--- src/pmr_map.svh ---
`ifndef PMR_MAP_SVH
`define PMR_MAP_SVH

// ****************************************
// Register numbers, user copies
// ****************************************
`define USER_EVENT_COUNTER_0 10'h000
`define USER_EVENT_COUNTER_1 10'h001
`define USER_EVENT_COUNTER_2 10'h002
`define USER_EVENT_COUNTER_3 10'h003
`define USER_COUNTER_CTRL_A_0 10'h080
`define USER_COUNTER_CTRL_A_1 10'h081
`define USER_COUNTER_CTRL_A_2 10'h082
`define USER_COUNTER_CTRL_A_3 10'h083
`define USER_COUNTER_CTRL_B_0 10'h100
`define USER_COUNTER_CTRL_B_1 10'h101
`define USER_COUNTER_CTRL_B_2 10'h102
`define USER_COUNTER_CTRL_B_3 10'h103
`define USER_GLOBAL_MONITOR_CTRL 10'h180

// ****************************************
// Register numbers, supervisor level
// ****************************************
`define EVENT_COUNTER_0 10'h010
`define EVENT_COUNTER_1 10'h011
`define EVENT_COUNTER_2 10'h012
`define EVENT_COUNTER_3 10'h013
`define COUNTER_CTRL_A_0 10'h090
`define COUNTER_CTRL_A_1 10'h091
`define COUNTER_CTRL_A_2 10'h092
`define COUNTER_CTRL_A_3 10'h093
`define COUNTER_CTRL_B_0 10'h110
`define COUNTER_CTRL_B_1 10'h111
`define COUNTER_CTRL_B_2 10'h112
`define COUNTER_CTRL_B_3 10'h113
`define GLOBAL_MONITOR_CTRL 10'h190

// ****************************************
// Field layout of a register number
// ****************************************
`define NUM_GROUP_MSB 9
`define NUM_GROUP_LSB 5
`define NUM_SUP_BIT 4
`define GROUP_COUNTER 5'h00
`define GROUP_CTRL_A 5'h04
`define GROUP_CTRL_B 5'h08
`define GROUP_GLOBAL 5'h0C

// ****************************************
// Storage slots and reset value
// ****************************************
`define SLOT_COUNTER 4'h0
`define SLOT_CTRL_A 4'h4
`define SLOT_CTRL_B 4'h8
`define SLOT_GLOBAL 4'hC
`define MON_REG_RESET 32'h0000_0000

`endif

--- src/pmr_pkg.sv ---
`default_nettype none

package pmr_pkg;

    // Instruction kind presented by the pipeline
    typedef enum logic [1:0] {
        OP_OTHER = 2'b00,
        OP_MOVE_FROM = 2'b01,
        OP_MOVE_TO = 2'b10
    } mon_op_t;

    // One access from the execute stage
    typedef struct packed {
        mon_op_t op;
        logic [9:0] monitor_reg_number;
        logic [31:0] data;
        logic userMode;
    } mon_req_t;

    // Answer one cycle later
    typedef struct packed {
        logic valid;
        logic [31:0] data;
        logic privExc;
        logic illegalExc;
    } mon_resp_t;

    // Decoded register number
    typedef struct packed {
        logic hit;
        logic userCopy;
        logic [3:0] slot;
    } mon_dec_t;

endpackage : pmr_pkg
`default_nettype wire

--- src/pmr_decode.sv ---
`timescale 1ns/100ps
`default_nettype none
`include "pmr_map.svh"

module pmr_decode
    import pmr_pkg::*;
(
    // Register number in, decoded slot out
    input wire logic [9:0] num,
    output mon_dec_t dec
);

    // ****************************************
    // Number to slot mapping
    // ****************************************
    // Two 5-bit fields: group above, lane and level below
    function automatic mon_dec_t decodeNum(input logic [9:0] n);
        mon_dec_t d;
        logic [4:0] grp;
        logic [4:0] low;
        d = '0;
        grp = n[`NUM_GROUP_MSB:`NUM_GROUP_LSB];
        low = n[4:0];
        // Level bit set means supervisor, clear means the user copy
        d.userCopy = ~low[`NUM_SUP_BIT];
        case (grp)
            `GROUP_COUNTER: begin
                d.hit = (low[3:2] == 2'h0);
                d.slot = `SLOT_COUNTER | {2'h0, low[1:0]};
            end
            `GROUP_CTRL_A: begin
                d.hit = (low[3:2] == 2'h0);
                d.slot = `SLOT_CTRL_A | {2'h0, low[1:0]};
            end
            `GROUP_CTRL_B: begin
                d.hit = (low[3:2] == 2'h0);
                d.slot = `SLOT_CTRL_B | {2'h0, low[1:0]};
            end
            `GROUP_GLOBAL: begin
                // Only lane 0 exists here
                d.hit = (low[3:0] == 4'h0);
                d.slot = `SLOT_GLOBAL;
            end
            default: begin
                // Outside every group: nothing answers here
                d.hit = 1'b0;
            end
        endcase
        return d;
    endfunction : decodeNum

    // Pure combinational decode
    assign dec = decodeNum(num);

endmodule : pmr_decode
`default_nettype wire

--- src/pmr_store.sv ---
`timescale 1ns/100ps
`default_nettype none
`include "pmr_map.svh"

module pmr_store #(
    parameter int WIDTH = 32,
    parameter int DEPTH = 16
) (
    // Clock and reset
    input wire logic mclk,
    input wire logic resetn,
    // Write port
    input wire logic wrEn,
    input wire logic [$clog2(DEPTH)-1:0] wrIdx,
    input wire logic [WIDTH-1:0] wrData,
    // Read port, data registered
    input wire logic rdEn,
    input wire logic [$clog2(DEPTH)-1:0] rdIdx,
    output logic [WIDTH-1:0] rdData_r
);

    // Word storage
    logic [WIDTH-1:0] mem [DEPTH];

    // ****************************************
    // Write and clear
    // ****************************************
    // Cleared on reset so reads are never unknown
    always_ff @(posedge mclk) begin
        if (!resetn) begin
            for (int i = 0; i < DEPTH; i++) begin
                mem[i] <= WIDTH'(`MON_REG_RESET);
            end
        end else if (wrEn) begin
            mem[wrIdx] <= wrData;
        end
    end

    // ****************************************
    // Registered read
    // ****************************************
    // Zero when no legal read, so stale data never leaks
    always_ff @(posedge mclk) begin
        if (!resetn) begin
            rdData_r <= '0;
        end else if (rdEn) begin
            rdData_r <= mem[rdIdx];
        end else begin
            rdData_r <= '0;
        end
    end

endmodule : pmr_store
`default_nettype wire

--- src/perf_monitor_reg_access.sv ---
// Behaviour
// - Only monitor move instructions reach this space
// - User mode supervisor access gives privilege exception
// - User copies read-only, read by move-from
// - Any write to user copy is illegal
// - Number 400 maps to global control
// - 144-147 control a, 272-275 control b
// - 16-19 map to counters 0-3
// - User copies at 384, 128-131, 256-259
// - Numbers 0-3 are user counter copies
// - User low field clears supervisor low MSB
`timescale 1ns/100ps
`default_nettype none
`include "pmr_map.svh"

module perf_monitor_reg_access
    import pmr_pkg::*;
(
    // Clock and reset
    input wire logic mclk,
    input wire logic resetn,
    // Request from the execute stage
    input wire logic reqValid,
    input wire mon_req_t req,
    // Answer to the pipeline
    output mon_resp_t resp,
    // Global control for the counting logic
    output logic [31:0] globalCtrl
);

    // ****************************************
    // Declarations
    // ****************************************
    mon_dec_t dec;              // Decoded register number
    logic isMonOp;              // One of the two monitor moves
    logic isWrite;              // Move-to
    logic accept;               // Request this block answers
    logic illegal;              // Illegal-instruction case
    logic priv;                 // Privilege case
    logic wrEn;                 // Legal write to storage
    logic rdEn;                 // Legal read from storage
    logic respValid_r;          // Answer strobe
    logic privExc_r;            // Privilege exception flag
    logic illegalExc_r;         // Illegal-instruction flag
    logic [31:0] rdData;        // Registered read word
    logic [31:0] globalCtrl_r;  // Local copy of global control

    // ****************************************
    // Decode
    // ****************************************
    // Both levels share one slot, so a copy needs no storage
    pmr_decode u_decode (
        .num(req.monitor_reg_number),
        .dec(dec)
    );

    // ****************************************
    // Access checks
    // ****************************************
    // Ordinary special register moves are not answered here
    assign isMonOp = (req.op == OP_MOVE_FROM) || (req.op == OP_MOVE_TO);
    assign isWrite = (req.op == OP_MOVE_TO);
    assign accept = reqValid && isMonOp;

    // Illegal beats privilege: no number or a copy write
    always_comb begin
        illegal = 1'b0;
        if (accept) begin
            if (!dec.hit) begin
                illegal = 1'b1;
            end else if (dec.userCopy && isWrite) begin
                // Regardless of mode
                illegal = 1'b1;
            end
        end
    end

    // User mode may touch only the read-only copies
    assign priv = accept && !illegal && req.userMode && !dec.userCopy;

    // Suppressed accesses move nothing
    assign wrEn = accept && isWrite && !illegal && !priv;
    assign rdEn = accept && !isWrite && !illegal && !priv;

    // ****************************************
    // Storage
    // ****************************************
    // Copy reads hit the supervisor slot, always current
    pmr_store #(
        .WIDTH(32),
        .DEPTH(16)
    ) u_store (
        .mclk(mclk),
        .resetn(resetn),
        .wrEn(wrEn),
        .wrIdx(dec.slot),
        .wrData(req.data),
        .rdEn(rdEn),
        .rdIdx(dec.slot),
        .rdData_r(rdData)
    );

    // ****************************************
    // Global control mirror
    // ****************************************
    // Kept as flops so counting logic sees all bits at once
    always_ff @(posedge mclk) begin
        if (!resetn) begin
            globalCtrl_r <= `MON_REG_RESET;
        end else if (wrEn && (dec.slot == `SLOT_GLOBAL)) begin
            globalCtrl_r <= req.data;
        end
    end

    // ****************************************
    // Answer strobe
    // ****************************************
    // One answer per accepted request, next cycle
    always_ff @(posedge mclk) begin
        if (!resetn) begin
            respValid_r <= 1'b0;
        end else begin
            respValid_r <= accept;
        end
    end

    // ****************************************
    // Exception flags
    // ****************************************
    // Pulses aligned with the answer strobe
    always_ff @(posedge mclk) begin
        if (!resetn) begin
            privExc_r <= 1'b0;
            illegalExc_r <= 1'b0;
        end else begin
            privExc_r <= priv;
            illegalExc_r <= illegal;
        end
    end

    // ****************************************
    // Outputs
    // ****************************************
    assign resp.valid = respValid_r;
    assign resp.data = rdData;
    assign resp.privExc = privExc_r;
    assign resp.illegalExc = illegalExc_r;
    assign globalCtrl = globalCtrl_r;

    // Helper: supervisor target from user mode
    logic userOnSup;
    assign userOnSup = accept && dec.hit && !dec.userCopy && req.userMode;

    // ****************************************
    // Answer and suppression checks
    // ****************************************
    // Taken requests not yet answered; a stuck or doubled strobe shows here
    logic [1:0] owedCount_r;

    // Helper count, wraps on an answer without a request
    always_ff @(posedge mclk) begin
        if (!resetn) begin
            owedCount_r <= 2'h0;
        end else begin
            owedCount_r <= owedCount_r + 2'(accept) - 2'(respValid_r);
        end
    end
endmodule : perf_monitor_reg_access
`default_nettype wire

--- config.mk ---
export PLATFORM = sky130hd
export DESIGN_NAME = perf_monitor_reg_access
export DESIGN_NICKNAME = d
export VERILOG_FILES = /design/src/pmr_pkg.sv /design/src/pmr_decode.sv /design/src/pmr_store.sv /design/src/perf_monitor_reg_access.sv
export VERILOG_INCLUDE_DIRS = /design/src
export SDC_FILE = /design/constraint.sdc
export NUM_CORES = 1
export LEC_CHECK = 0
export BUFFER_PORTS_ARGS = -buffer_cell sky130_fd_sc_hd__clkbuf_2
export CAP_MARGIN = 0
export CORE_MARGIN = 8
export CORE_UTILIZATION = 35
export CTS_CLUSTER_DIAMETER = 150
export DETAILED_ROUTE_END_ITERATION = 10
export GPL_TIMING_DRIVEN = 0
export SLEW_MARGIN = 20
export SYNTH_ARGS = -nofsm -noshare
export SYNTH_HDL_FRONTEND = slang
export SYNTH_SLANG_ARGS = --single-unit
--- constraint.sdc ---
create_clock -name mclk -period 4.15 [get_ports mclk]
set_input_delay 0.415 -clock mclk [delete_from_list [all_inputs] [get_ports mclk]]
set_output_delay 0.415 -clock mclk [all_outputs]
set_load 0.01 [all_outputs]
## Word-level counts from Yosys, hierarchy flattened

Memories as Yosys holds them, arrays and structs flattened. A register that Yosys moved wholly into a read port is not among the register bits.
Index checks and enable logic that the tools add are counted.

| cells by class | value |
|---|---|
| add/sub/neg operators | 0 |
| multiply operators | 0 |
| div/mod/pow operators | 0 |
| order comparisons | 0 |
| equal/unequal tests | 6 |
| shift-type cells | 0 |
| muxes and demuxes | 12 |
| bitwise logic cells | 1 |
| reductions and logical operators | 23 |

Operator list:

| operator | count |
|---|---|
| two-way mux 32 bit | 1 |
| OR reduction 32 bit | 1 |
| case mux 4 bit (4 select lines) | 1 |
| logical AND 1 bit | 12 |
| == test 5 x 4 -> 1 bit, second input constant | 2 |
| two-way mux 1 bit | 8 |
| == test 5 x 3 -> 1 bit, second input constant | 1 |
| zero test 5 bit | 1 |
| == test 4 bit, second input constant | 1 |
| zero test 1 bit | 4 |
| zero test 4 bit | 1 |
| two-way mux 4 bit | 1 |
| OR reduction 3 bit | 1 |
| == test 2 x 1 -> 1 bit, second input constant | 1 |
| == test 2 bit, second input constant | 1 |
| zero test 2 bit | 1 |
| case mux 1 bit (2 select lines) | 1 |
| AND reduction 2 bit | 1 |
| logical OR 1 bit | 1 |
| NOT 1 bit | 1 |

| storage, ports and cells | value |
|---|---|
| register bits | 35 |
| latch bits | 0 |
| RAM bits | 512 |
| memory bits (read-only) | 0 |
| input port bits | 48 |
| output and inout port bits | 67 |
| logic and storage cells | 47 |
| memories kept | 1 |

Memory list:

| memory | words | bits a word | read ports | clocked after Yosys merged registers in | write ports | RTL line | source |
|---|---|---|---|---|---|---|---|
| u_store.mem | 16 | 32 | 1 | 1 | 16 | pmr_store.sv:23 | `logic [WIDTH-1:0] mem [DEPTH];` |

## Logic depth before layout (Yosys ltp)

| depth | value |
|---|---|
| depth in word-level cells | 16 |
| gate-level depth with buffers | 9 |
| mapped depth without buffers | 7 |

## By module

From an unflattened synthesis, not the netlist that was laid out.

| second synthesis, totals | value |
|---|---|
| cell total of the unflattened synthesis | 1870 |
| area, all modules | 25598.3 um^2 |

By module, submodules not included:

| module | times used | cells an instance | area each (um^2) | seq. area each (um^2) |
|---|---|---|---|---|
| pmr_store | 1 | 1703 | 24074.3 | 16015.4 |
| perf_monitor_reg_access | 1 | 157 | 1461.4 | 700.7 |
| pmr_decode | 1 | 10 | 62.6 | 0.0 |

## Worst setup path after synthesis

OpenSTA, ideal clock, no wires.

| timing path | value |
|---|---|
| path type | input to register |
| start point | input port req[33] (netlist name) |
| end point | memory u_store.mem[4][0], enable pin |
| library setup time | 0.466 ns |
| data arrival time | 3.833 ns |
| data required time | 3.684 ns |
| setup slack | -0.149 ns |
| stages on the path | 7 |
| buffers on the path | 5 |
| cells stage by stage | clkbuf_1 -> or2_2 -> clkbuf_1 -> buf_2 -> clkbuf_1 -> clkbuf_1 -> o21ai_0 |

RTL lines:

| what | RTL line | source |
|---|---|---|
| from (decl) | perf_monitor_reg_access.sv:24 | `input wire mon_req_t req,` |
| to (decl) | pmr_store.sv:23 |  |

==> impl_metrics.env <==
export IMPL_status="finished clean"
export IMPL_clk_latency_ns=0.61
export IMPL_wl_per_cell_um=26.6
export IMPL_report_power_total_w=0.0107
export IMPL_grt_pass1_vias=14800
export IMPL_path_clk_slew_ns=0.06
export IMPL_grt_usage=0.201
export IMPL_core_area_mm2=0.0605
export IMPL_pre_cts_slack_ns=0.284
export IMPL_worstPathMaxFanout=17
export IMPL_dieArea_mm2=0.0694
export IMPL_drt_iter0_drc=1757
export IMPL_fp_dieH_um=263
export IMPL_rsz0062_at_grt="no"
export IMPL_placementRows=90
export IMPL_cts_buffers_inserted=49
export IMPL_grt_met1_usage=0.255
export IMPL_fin_hold_ws_ns=0.0881
export IMPL_place_gp_congestion=0.904
export IMPL_start_util=0.354
export IMPL_dr_total_vias=15000
export IMPL_fin_nets=1931
export IMPL_use_met3=0.0471
export IMPL_critPathBufInv=6
export IMPL_worstSetupEndpointType="flip-flop"
export IMPL_min_period_ns=3.33
export IMPL_timing_final_ws_setup_ns=0.818
export IMPL_async_flop_share=0
export IMPL_critPathSlowestCell="clkbuf_1"
export IMPL_antenna_found_initial=2
export IMPL_avgSynthCellArea_um2=12.6
export IMPL_area_growth_pct=17.0
export IMPL_clock_skew_ns=0.0234
export IMPL_final_antenna_net_count=0
export IMPL_ctsHoldBuffers=0
export IMPL_hp_class="in2reg"
export IMPL_die_w_um=263
export IMPL_synth_flop_cell="edfxtp_1"
export IMPL_syn_area_mm2=0.0214
export IMPL_finalCritPeriodShare=0.803
export IMPL_yosysMostFrequentCell="edfxtp_1"
export IMPL_critPathLaunchType="input port"
export IMPL_timing_max_cap_violations=0
export IMPL_synth_cells=1703
export IMPL_critPathRequiredTime_ns=4.49
export IMPL_wirelength_mm=72.1
export IMPL_htree_levels=2
export IMPL_worstMarginPinSlew_ns=1.18
export IMPL_grt_pass1_wl_mm=103
export IMPL_layout_drive_gt1_share=0.159
export IMPL_clockBufferDepth=3
export IMPL_syn_nets=1752
export IMPL_dp_cells=2613
export IMPL_finalSetupViolations=0
export IMPL_path_cells="clkbuf_1, or2_2, clkbuf_1, buf_2, clkbuf_1, clkbuf_1, o21ai_4, buf_16"
export IMPL_yosysSeqAreaShare=0.646
export IMPL_path_class="in2reg"
export IMPL_synth_cell_type_count=63
export IMPL_grt_busiest_layer="met2"
export IMPL_cts_resized_gates=0
export IMPL_use_met2=0.330
export IMPL_slew_headroom=0.213
export IMPL_drc=0
export IMPL_utilization=0.414
export IMPL_crit_family="buffers and inverters"
export IMPL_cts_tree="yes"
export IMPL_cpPeakStageDelay_ns=0.70
export IMPL_synth_edf_count=416
export IMPL_ir_drop_mv=0.326
export IMPL_io_buffers=111
export IMPL_synth_top_area_cell="edfxtp_1"
export IMPL_arrival_ns=3.67
export IMPL_yosys_warnings=0
export IMPL_fmax_ghz=0.300
export IMPL_root_buffer="clkbuf_16"
export IMPL_ys_ff_latch=483
export IMPL_cts_setup_buffers=0
export IMPL_dp_hpwl_mm=52.2
export IMPL_avgViaCountPerCell=5.53
export IMPL_cellLeakagePower_nw=9.02
export IMPL_synthTopCellsByArea="edfxtp_1, and2_1, dfxtp_1"
export IMPL_overflow=0
export IMPL_crit_top_cell="clkbuf_1"
export IMPL_grt_start_max_net_pins=23
export IMPL_hold_viol_final=0
export IMPL_fin_cells=2708
export IMPL_yosysTopAreaCellShare=0.583
export IMPL_drv_slew=0
export IMPL_power_density_mw_per_mm2=427
export IMPL_synth_common_cells="edfxtp_1, and2_1, nand2_1"
export IMPL_dr_pass1_iters=7
export IMPL_io_pins=115
export IMPL_clock_sinks=483
==> kinds of logic (layout without fill, tap and decap cells) <==
family / after synthesis / after routing / share of synthesized area
compound gates: 298 / 298 / 0.101
fa+ha+maj: 1 / 1 / 0.000584
buf+inv: 172 / 392 / 0.0342
flops: 483 / 483 / 0.646
mux: 89 / 89 / 0.0428
other cells: 0 / 3 / 0
simple gates: 660 / 660 / 0.175
==> worst reg2reg max path, stage by stage (launching register included) <==
cell and delay [ns]:
edfxtp_1 0.32, mux2i_1 0.07, a211oi_1 0.80, o22ai_1 0.38, a41oi_1 0.42
==> layer usage <==
| metal | vias up | part of all wire |
|---|---|---|
| met4 | 2 | 0.040 |
| met2 | 836 | 0.47 |
| met1 | 7427 | 0.39 |
| met3 | 163 | 0.10 |
| li1 | 6557 | - |
| met5 | - | 0.00011 |
==> path summary, 6_finish.rpt <==
| kind | startpoint | end | slack [ns] | cells after the start |
|---|---|---|---|---|
| setup / recovery | req[33] | u_store.mem[4][25] | 0.82 | 8 |
| hold / removal | req[31] | globalCtrl[30] | 0.09 | 3 |
| setup reg to reg | u_store.mem[7][21] | u_store.rdData_r[21] | 2.04 | 4 |
| hold reg to reg | globalCtrl[15] | globalCtrl[15] | 0.45 | 2 |
==> area by class of cell <==
type | instances | area, um^2
diodes | 3 | 7.51
plain buffers | 159 | 686
clock buffers | 75 | 1460
clock inverters | 17 | 163
fillers | 5609 | 35400
inverters | 13 | 48.8
multi-input cells | 1048 | 6950
flip-flops and latches | 483 | 13800
well taps | 782 | 978
repair buffers | 128 | 931
==> layout by cell type, fill, tap and decap left out, types with 20 or more instances in the layout <==
cell	instances
nand2_1	119
nand3_1	29
dfxtp_1	67
buf_2	28
mux2_2	20
a21oi_1	50
and2_1	385
clkbuf_2	124
mux2i_1	69
a41oi_1	20
o21ai_0	33
nor2_1	40
clkbuf_1	124
clkbuf_16	53
o211ai_1	30
and3_1	36
edfxtp_1	416
==> flip-flops by register name, summed over array words and instances (netlist names) <==
signal / cells
u_store.mem: 416
respValid_r: 1
u_store.rdData_r: 32
illegalExc_r: 1
privExc_r: 1
globalCtrl: 32
==> stage by stage <==
stage | area (um^2) | TNS, ns
final | 25100 | 0
after global routing | 25100 | 0
after detailed placement | 23400 | 0
after global placement | 22900 | -507.62
after floorplan | 21400 | -13.31
after CTS | 25100 | 0
==> power breakdown <==
part	internal (W)	switching, W
Combinational	0.000196	0.000472
Sequential	0.00546	0.0000658
Clock	0.00261	0.00188
Total	0.00827	0.00242
Power figures use the tool's default switching activity.
